## src/hw/dmrf_params.svh

```systemverilog
// Constants for the mode register group: addresses, reset values and codes
`ifndef DMRF_PARAMS_SVH
`define DMRF_PARAMS_SVH

`define DMRF_MA_TRAIN      6'h0d
`define DMRF_MA_DQREF      6'h0e
`define DMRF_MA_INVERT     6'h0f
`define DMRF_TRAIN_RST     8'h00
`define DMRF_DQREF_RST     8'h4d
`define DMRF_INVERT_RST    8'h55
`define DMRF_DQREF_MAX     6'h32
`define DMRF_REF_CODE_A    3'h1
`define DMRF_REF_CODE_B    3'h2
`define DMRF_REF_CODE_SUB  3'h3

`endif

```

## src/hw/dmrf_pkg.sv

```systemverilog
// Types shared by the mode register group
package dmrf_pkg;

	// Field order follows the operand bit order 7 down to 0
	typedef struct packed {
		logic operating_setpoint_bit;
		logic write_read_setpoint_bit;
		logic dm_dis;
		logic refresh_rate_option_bit;
		logic reference_current_bit;
		logic reference_output_bit;
		logic read_preamble_training_bit;
		logic command_bus_training_bit;
	} dmrf_train_s;

	typedef struct packed {
		logic       rsvd;
		logic       hi_range;
		logic [5:0] level;
	} dmrf_dqref_s;

	typedef struct packed {
		logic       mrw;
		logic       mrr;
		logic [5:0] addr;
		logic [7:0] op;
	} dmrf_cmd_s;

	typedef enum logic [1:0] {
		DMRF_DQ_IDLE = 2'b00,
		DMRF_DQ_MRR  = 2'b01,
		DMRF_DQ_CBT  = 2'b10,
		DMRF_DQ_VREF = 2'b11
	} dmrf_dq_src_e;

	typedef struct packed {
		dmrf_train_s            train;
		dmrf_dqref_s [1:0]      dqref;
		logic        [7:0]      invert;
		dmrf_dq_src_e           dq_src;
		logic        [15:0]     dq_data;
		logic        [2:0]      temp_report;
	} dmrf_state_s;

	typedef struct packed {
		logic       valid;
		logic [7:0] dq;
		logic       data_mask_inversion_line;
	} dmrf_cal_s;

endpackage

```

## src/hw/dmrf_cal_invert.sv

```systemverilog
// Lower byte calibration pattern inverter
`include "dmrf_params.svh"
module dmrf_cal_invert
	import dmrf_pkg::*;
(
	input  wire logic       core_clk,
	input  wire logic       rst,
	input  wire logic       cal_req,
	input  wire logic [7:0] cal_pattern,
	input  wire logic       cal_dmi_in,
	input  wire logic [7:0] invert_mask,
	output dmrf_cal_s       cal_out
);
	dmrf_cal_s st;
	dmrf_cal_s next_st;

	always_comb begin
		next_st       = '0;
		next_st.valid = cal_req;
		if (cal_req) begin
			next_st.dq  = cal_pattern ^ invert_mask;
			// No bus inversion here: the mask line goes out as stored
			next_st.data_mask_inversion_line = cal_dmi_in;
		end
	end

	always_ff @(posedge core_clk) begin
		if (rst) begin
			st <= '0;
		end else begin
			st <= next_st;
		end
	end

	assign cal_out = st;
endmodule

```

## src/hw/dmrf_top.sv

```systemverilog
// Training control, DQ reference and lower invert mode registers
`include "dmrf_params.svh"
module dmrf_top
	import dmrf_pkg::*;
(
	input  wire logic       core_clk,
	input  wire logic       rst,
	input  dmrf_cmd_s       cmd,
	input  wire logic       cke,
	input  wire logic [5:0] ca,
	input  wire logic [6:0] ca_ref_fsp0,
	input  wire logic [6:0] ca_ref_fsp1,
	input  wire logic       feature_rro,
	input  wire logic [2:0] temp_raw,
	input  wire logic       cal_req,
	input  wire logic [7:0] cal_pattern,
	input  wire logic       cal_dmi_in,
	output logic      [15:0] dq_out,
	output logic            dq_oe,
	output dmrf_cal_s       cal_out,
	output logic            cbt_mode,
	output logic            preamble_training,
	output logic            vref_fast,
	output logic            data_mask_disabled,
	output logic            operating_setpoint_bit,
	output logic      [6:0] active_dq_ref,
	output logic      [2:0] temp_report
);
	dmrf_state_s st;
	dmrf_state_s next_st;
	logic        cmd_ok;
	logic        cbt_echo;
	dmrf_dqref_s rd_sel;
	dmrf_dqref_s op_sel;
	logic  [6:0] ca_ref_act;

	function automatic logic level_legal(input logic [5:0] lvl);
		level_legal = (lvl <= `DMRF_DQREF_MAX);
	endfunction

	function automatic logic [2:0] refresh_code(input logic [2:0] raw, input logic feat,
		input logic refresh_rate_option_bit);
		refresh_code = raw;
		if (feat && !refresh_rate_option_bit && (raw == `DMRF_REF_CODE_A || raw == `DMRF_REF_CODE_B)) begin
			refresh_code = `DMRF_REF_CODE_SUB;
		end
	endfunction

	// Bus training with CKE low owns the CA pins, so no command is decoded
	assign cbt_echo   = st.train.command_bus_training_bit && !cke;
	assign cmd_ok     = !cbt_echo;
	assign rd_sel     = st.dqref[st.train.write_read_setpoint_bit];
	assign op_sel     = st.dqref[st.train.operating_setpoint_bit];
	assign ca_ref_act = st.train.operating_setpoint_bit ? ca_ref_fsp1 : ca_ref_fsp0;

	always_comb begin
		next_st         = st;
		next_st.dq_src  = DMRF_DQ_IDLE;
		next_st.dq_data = '0;
		if (cmd.mrw && cmd_ok) begin
			unique case (cmd.addr)
				`DMRF_MA_TRAIN: begin
					next_st.train = cmd.op;
				end
				`DMRF_MA_DQREF: begin
					// Reserved level codes are dropped whole, range bit included
					if (level_legal(cmd.op[5:0])) begin
						next_st.dqref[st.train.write_read_setpoint_bit] = {1'b0, cmd.op[6:0]};
					end
				end
				`DMRF_MA_INVERT: begin
					next_st.invert = cmd.op;
				end
				default: begin
				end
			endcase
		end
		if (cbt_echo) begin
			next_st.dq_src  = DMRF_DQ_CBT;
			next_st.dq_data = {10'h000, ca};
		end else if (cmd.mrr) begin
			next_st.dq_src = DMRF_DQ_MRR;
			// Write-only registers answer with zeros
			if (cmd.addr == `DMRF_MA_DQREF) begin
				next_st.dq_data = {8'h00, 1'b0, rd_sel.hi_range, rd_sel.level};
			end
		end else if (st.train.reference_output_bit) begin
			next_st.dq_src  = DMRF_DQ_VREF;
			next_st.dq_data = {1'b0, ca_ref_act, 1'b0, op_sel.hi_range, op_sel.level};
		end
		next_st.temp_report = refresh_code(temp_raw, feature_rro, st.train.refresh_rate_option_bit);
	end

	always_ff @(posedge core_clk) begin
		if (rst) begin
			st             <= '0;
			st.train       <= `DMRF_TRAIN_RST;
			st.dqref[0]    <= `DMRF_DQREF_RST;
			st.dqref[1]    <= `DMRF_DQREF_RST;
			st.invert      <= `DMRF_INVERT_RST;
			st.dq_src      <= DMRF_DQ_IDLE;
		end else begin
			st <= next_st;
		end
	end

	dmrf_cal_invert u_cal (
		.core_clk    (core_clk),
		.rst         (rst),
		.cal_req     (cal_req),
		.cal_pattern (cal_pattern),
		.cal_dmi_in  (cal_dmi_in),
		.invert_mask (st.invert),
		.cal_out     (cal_out)
	);

	assign dq_out             = st.dq_data;
	assign dq_oe              = (st.dq_src != DMRF_DQ_IDLE);
	assign cbt_mode           = st.train.command_bus_training_bit;
	assign preamble_training  = st.train.read_preamble_training_bit;
	assign vref_fast          = st.train.reference_current_bit;
	assign data_mask_disabled = st.train.dm_dis;
	assign operating_setpoint_bit             = st.train.operating_setpoint_bit;
	assign active_dq_ref      = {op_sel.hi_range, op_sel.level};
	assign temp_report        = st.temp_report;
endmodule

```

## config.mk

```make
export PLATFORM = sky130hd
export DESIGN_NAME = dmrf_top
export DESIGN_NICKNAME = d
export VERILOG_FILES = /design/src/hw/dmrf_pkg.sv /design/src/hw/dmrf_cal_invert.sv /design/src/hw/dmrf_top.sv
export VERILOG_INCLUDE_DIRS = /design/src /design/src/hw
export SDC_FILE = /design/constraint.sdc
export NUM_CORES = 1
export LEC_CHECK = 0
export BUFFER_PORTS_ARGS = -buffer_cell sky130_fd_sc_hd__buf_2
export CAP_MARGIN = 20
export CORE_ASPECT_RATIO = 1.25
export CORE_MARGIN = 2
export CORE_UTILIZATION = 45
export CTS_BUF_LIST = sky130_fd_sc_hd__clkbuf_8 sky130_fd_sc_hd__clkbuf_16
export DETAILED_ROUTE_END_ITERATION = 12
export GPL_TIMING_DRIVEN = 1
export PLACE_DENSITY = 0.8
export SYNTH_ARGS = -nofsm -noshare
export SYNTH_HDL_FRONTEND = slang
export SYNTH_SLANG_ARGS = --single-unit
```

## constraint.sdc

```tcl
create_clock -name core_clk -period 3.5 [get_ports core_clk]
set_clock_uncertainty 0.15 [all_clocks]
set_input_delay 0.525 -clock core_clk [delete_from_list [all_inputs] [get_ports core_clk]]
set_output_delay 0.525 -clock core_clk [all_outputs]
set_load 0.01 [all_outputs]
```

=== Word level (Yosys, flattened, before mapping) ===
Cells that the tools add are included.

* Register bits: 63
* Bits of input ports: 53
* Output and inout bits: 42
* Logic and storage cells: 64

* $lt $le $gt $ge: 4
* Equality and inequality tests: 5
* Muxes and demuxes: 13
* Bitwise gates (word level): 2
* Reduce and logical (&&, ||, !) cells: 16

{| class="wikitable"
|+ Operator list
! cell !! count
|-
| $mux W18 || 3
|-
| $mux W7 || 6
|-
| $eq A6 B4 Y1 const B || 3
|-
| $bwmux W16 || 1
|-
| $demux W8 S1 || 1
|-
| $mux W8 || 1
|-
| $xor A8 B8 Y8 || 1
|-
| $le A6 B6 Y1 const B || 1
|-
| $reduce_or A2 Y1 || 3
|-
| $logic_and A1 B1 Y1 || 5
|-
| $lt A1 B2 Y1 const B || 2
|-
| $reduce_and A2 Y1 || 2
|-
| $eq A3 B1 Y1 const B || 1
|-
| $eq A3 B2 Y1 const B || 1
|-
| $logic_not A1 Y1 || 3
|-
| $reduce_and A3 Y1 || 1
|-
| $mux W2 || 1
|-
| $reduce_bool A2 Y1 || 1
|-
| $ge A1 B1 Y1 const B || 1
|-
| $logic_or A1 B1 Y1 || 1
|-
| $not A1 Y1 || 1
|}

=== Depth between registers and ports, before layout ===
* Depth in word-level cells: 5
* Mapped depth: 6
* Depth with buffers taken out: 4

=== Modules after synthesis ===
Synthesis repeated with hierarchy kept, for this count alone.

* Cells, all modules: 258
* Area, all modules: 2606.2 um2

{| class="wikitable"
|+ By module, submodules not included
! module !! times used !! cells each !! area an instance (um2) !! sequential area each (um2)
|-
| dmrf_top || 1 || 227 || 2269.7 || 980.9
|-
| dmrf_cal_invert || 1 || 31 || 336.6 || 200.2
|}

=== Worst setup path after synthesis ===
OpenSTA, ideal clock, no wires.

* Path type: register to output
* Start: register st (netlist bit operating_setpoint_bit)
* End: output active_dq_ref[6]
* Data arrival time: 1098 ps
* Required time: 2825 ps
* Slack: 1727 ps
* Stages on the path, launching flop included: 4
* Path buffers: 2
* Cell sequence: dfxtp_1 > buf_2 > buf_4 > mux2_2

* Longest elaborated chain between the ends: 2

{| class="wikitable"
|+ RTL lines
! item !! RTL line !! source
|-
| from (decl) || dmrf_top.sv:29 || <nowiki>dmrf_state_s st;</nowiki>
|-
| from (signal assigned) || dmrf_top.sv:103 || <nowiki>st <= next_st;</nowiki>
|-
| $mux W7 (not written as such) (2 in a row) || dmrf_top.sv:53 || <nowiki>assign op_sel = st.dqref[st.train.operating_setpoint_bit];</nowiki>
|-
| to (decl) || dmrf_top.sv:26 || <nowiki>output logic [6:0] active_dq_ref,</nowiki>
|}

No other way between the ends. The select of a mux whose other input is x is not followed.

=== Final worst setup path ===
* Start: register st (netlist bit operating_setpoint_bit)
* End: output active_dq_ref[0]

Same word-level chain as after synthesis.

==> tab_implementation.tex <==
\begin{tabular}{lr}
\hline
Metric & Value \\
\hline
\multicolumn{2}{l}{\textbf{Run status}} \\
\quad Status & finished clean \\
\multicolumn{2}{l}{\textbf{Worst hold path}} \\
\quad Terminating pin of the worst hold path & u\_cal.cal\_out[0]\$\_SDFF\_PP0\_ \\
\quad Hold WC Path Type & in2reg \\
\quad Hold path startpoint & cal\_dmi\_in \\
\quad Worst Hold Path Cells & 2 \\
\multicolumn{2}{l}{\textbf{Routing}} \\
\quad Detailed router's first-iteration violation count & between 150 and 200 \\
\quad Antenna viol nets, final & 0 \\
\quad Via count & roughly 2000 \\
\quad Per-cell routed wire length & between 10 and 15 µm \\
\quad DR DRC count & 0 \\
\quad Via/cell ratio & approximately 5.0 \\
\quad First-pass DRT Iterations & 4 \\
\quad Overall routed net length & around 5600 µm \\
\multicolumn{2}{l}{\textbf{Critical path}} \\
\quad Highest net fanout along the worst path & 16 \\
\quad Req. time, crit path & 2820 ps \\
\quad Data arrival time at the worst-slack endpoint & $\sim$1800 ps \\
\quad CP endpoint kind & primary output \\
\quad RR Startpoint & operating\_setpoint\_bit\$\_SDFFE\_PP0P\_ \\
\quad Register-to-register setup slack & around 1500 ps \\
\quad Depth of the worst register-to-register path & 3 \\
\quad End of the worst register-to-register path & dq\_out[0]\$\_SDFF\_PP0\_ \\
\quad Worst setup path class & reg2out \\
\quad Element type at the critical path start & register \\
\multicolumn{2}{l}{\textbf{Cells and area}} \\
\quad Area growth from synthesis to layout & 19.8\% \\
\quad Count of inserted antenna diode cells & 0 \\
\quad Total of fill cells in the finished design & 499 \\
\quad Most common library cell in the layout ignoring fill and taps & buf\_2 \\
\quad Total Nets Final & 382 \\
\quad Post-route standard cell area excluding fillers & 3050 µm² \\
\quad Finished Core Util & 56.0\% \\
\quad Share of post-route cells with drive strength above 1 & around two fifths \\
\quad Commonest cells after routing, fill and taps aside & buf\_2 (92), dfxtp\_1 (59), nor2\_1 (51), mux2i\_1 (33), mux2\_2 (14) \\
\multicolumn{2}{l}{\textbf{CTS}} \\
\quad Clock slew seen by the registers of the worst setup and hold paths & approximately 60 ps \\
\quad Root Buffer & clkbuf\_8 \\
\quad Clock Latency Late Sink & approximately 330 ps \\
\quad CTS tree & yes \\
\quad Bufs on Longest Clock Path & 2 \\
\quad CTS H-Tree Depth & 3 \\
\quad Num CTS Buffers & 9 \\
\quad Hold buffers post-CTS & 0 \\
\quad \# clock sinks & between 50 and 60 \\
\quad Post-CTS Repair Setup Buffers & 0 \\
\quad Post-cts sizing count & 0 \\
\multicolumn{2}{l}{\textbf{Timing}} \\
\quad Final number of setup-violating endpoints & 0 \\
\quad Minimum hold slack & $\sim$250 ps \\
\quad Final hold violations & 0 \\
\quad Final critical delay including setup and external delays & about 2500 ps \\
\quad Highest Clock Rate & $\sim$410 MHz \\
\quad Setup repair after global routing missed its margin & no \\
\quad Setup\_tns & 0 ps \\
\quad Remaining max-slew budget at the tightest pin & 45.7\% \\
\quad Tcrit/Tclk final & 70.0\% \\
\quad Fin. max-slew vios & 0 \\
\quad Worst Max-Slew Pin Slew & 814 ps \\
\multicolumn{2}{l}{\textbf{Floorplan}} \\
\quad Vertical die dimension & about 90 µm \\
\quad Core Rows & 30 \\
\quad Initial Util & between 40 and 50\% \\
\quad Floorplan die width & about 71 µm \\
\quad Number of top-level pins & between 90 and 100 \\
\quad Overall die area & about 6300 µm² \\
\quad Core Footprint & 5440 µm² \\
\multicolumn{2}{l}{\textbf{Logic synthesis}} \\
\quad Flip-flop and latch count after synthesis & 59 \\
\quad Average instance area after synthesis & 9.89 µm² \\
\quad Mux cell area share after synthesis & about a fifth \\
\quad Yosys warning count & 0 \\
\quad Area fraction in and, or, nand and nor cells after synthesis & between 10\% and 20\% \\
\quad Synthesized-area fraction occupied by ao, oa, aoi and oai cells & under 10\% \\
\quad Adder-cell share of the synthesized area & 0\% \\
\quad Post-Synth XOR/XNOR Area & about 2.8\% \\
\quad Dominant combinational cell family by area after synthesis & multiplexers \\
\quad Netlist area before placement & between 2000 and 3000 µm² \\
\quad Gate count after technology mapping & 257 \\
\quad Unique cell type count in the Yosys netlist & 30 \\
\quad Register area share after synthesis & about 46\% \\
\multicolumn{2}{l}{\textbf{Global routing}} \\
\quad GRT Resource Usage Total & 18.0\% \\
\quad Number of global-route vias before repair & $\sim$1800 \\
\quad Total congestion overflow after global routing & 0 \\
\quad Antenna violations before repair & 0 \\
\quad Largest net degree at the start of global routing & 35 \\
\quad Wire length of the first global-routing pass & 8600 µm \\
\multicolumn{2}{l}{\textbf{Power}} \\
\quad Total leakage power & about 1.3 nW \\
\quad Power Dens Cells & $\sim$420 nW/µm² \\
\quad Peak VDD IR & 0.000192 V \\
\quad Post-route total power & 1.28 mW \\
\multicolumn{2}{l}{\textbf{Placed design}} \\
\quad Placer Congestion & 0.749 \\
\quad Post-Place Cell Area & approximately 2900 µm² \\
\quad Port Buffer Count & 92 \\
\quad HPWL after detailed placement & 4130 µm \\
\multicolumn{2}{l}{\textbf{Job}} \\
\quad Max-capacitance violation count & 0 \\
\hline
\end{tabular}
[area by class of cell]
type                       instances  area, µm²  share of cell area, %
multi-input combinational        163       1140                   37.5
clock buffer                      10        138                   4.52
timing repair buffer              94        475                   15.6
clock inverter                     5       22.5                  0.740
tap                               64       80.1                   2.63
sequential                        59       1180                   38.8
inverter                           2       7.51                  0.247
[per-layer routing]
metal  GRT usage (%)  part of all wire [%]  vias up
li1                -                     -      989
met1            20.8                    41      918
met2            29.8                    52       62
met3            4.95                   4.6       14
met4            10.1                   2.5        0
met5               0                     0        -
[critical path, stage by stage, from the launching register on]
cell and delay, ps:
dfxtp_1 850, mux2_2 450, buf_2 150
[synthesized netlist by cell type, drive strengths merged]
| library cell | count | area, µm² |
|---|---|---|
| xnor2 | 8 | 70.1 |
| and4bb | 2 | 25.0 |
| and4 | 1 | 8.76 |
| nor3b | 1 | 7.51 |
| nor4b | 1 | 15.0 |
| nor2b | 3 | 18.8 |
| nor3 | 12 | 71.3 |
| nand2b | 11 | 68.8 |
| a22oi | 1 | 7.51 |
| a221oi | 6 | 52.6 |
| buf | 26 | 185 |
| or2 | 1 | 6.26 |
| mux2i | 33 | 330 |
| nor2 | 52 | 203 |
| o2111ai | 1 | 15.0 |
| clkbuf | 8 | 31.3 |
| mux2 | 14 | 158 |
| nand2 | 4 | 15.0 |
| nand3 | 1 | 5.00 |
| o21a | 1 | 7.51 |
| inv | 2 | 7.51 |
| and2 | 1 | 6.26 |
| dfxtp | 59 | 1180 |
| conb | 1 | 3.75 |
| a21oi | 6 | 30.0 |
| a211oi | 1 | 12.5 |
[stage by stage]
stage          worst slack (ps)  std cells
2_1_floorplan              1730        258
3_3_place_gp               1380        382
3_5_place_dp               1320        382
4_1_cts                    1040        397
5_1_grt                     978        397
6_report                   1050        397
[logic make-up after synthesis]
logic type / after synthesis
flip-flops: 59
buffers and inverters: 36
other: 1
AO/OA/AOI/OAI: 16
XOR/XNOR: 8
multiplexers: 47
AND/OR/NAND/NOR: 90
[where the power goes]
group / internal [mW] / switching (mW)
Clock: 0.263 / 0.245
Combinational: 0.0427 / 0.0463
Sequential: 0.681 / 0.00277
Total: 0.986 / 0.294
[registers in the layout, indices dropped and copies added, names as in the netlist]
signal and cells:
cbt_mode 1, data_mask_disabled 1, dq_out 14, operating_setpoint_bit 1, preamble_training 1, st 27, temp_report 3, u_cal.cal_out 10
vref_fast 1
[how the worst max path moves through the flow]
stage          cells past startpoint                                 from                     to  slack [ps]
2_1_floorplan                      3  operating_setpoint_bit$_SDFFE_PP0P_       active_dq_ref[6]        1730
3_3_place_gp                       5                                  cke    st[23]$_SDFFE_PP1P_        1380
3_5_place_dp                       6                              cmd[12]  cbt_mode$_SDFFE_PP0P_        1320
4_1_cts                            2  operating_setpoint_bit$_SDFFE_PP0P_       active_dq_ref[0]        1040
5_1_grt                            2  operating_setpoint_bit$_SDFFE_PP0P_       active_dq_ref[0]         980
6_report                           2  operating_setpoint_bit$_SDFFE_PP0P_       active_dq_ref[0]        1050
Power figures use the tool's default switching activity.
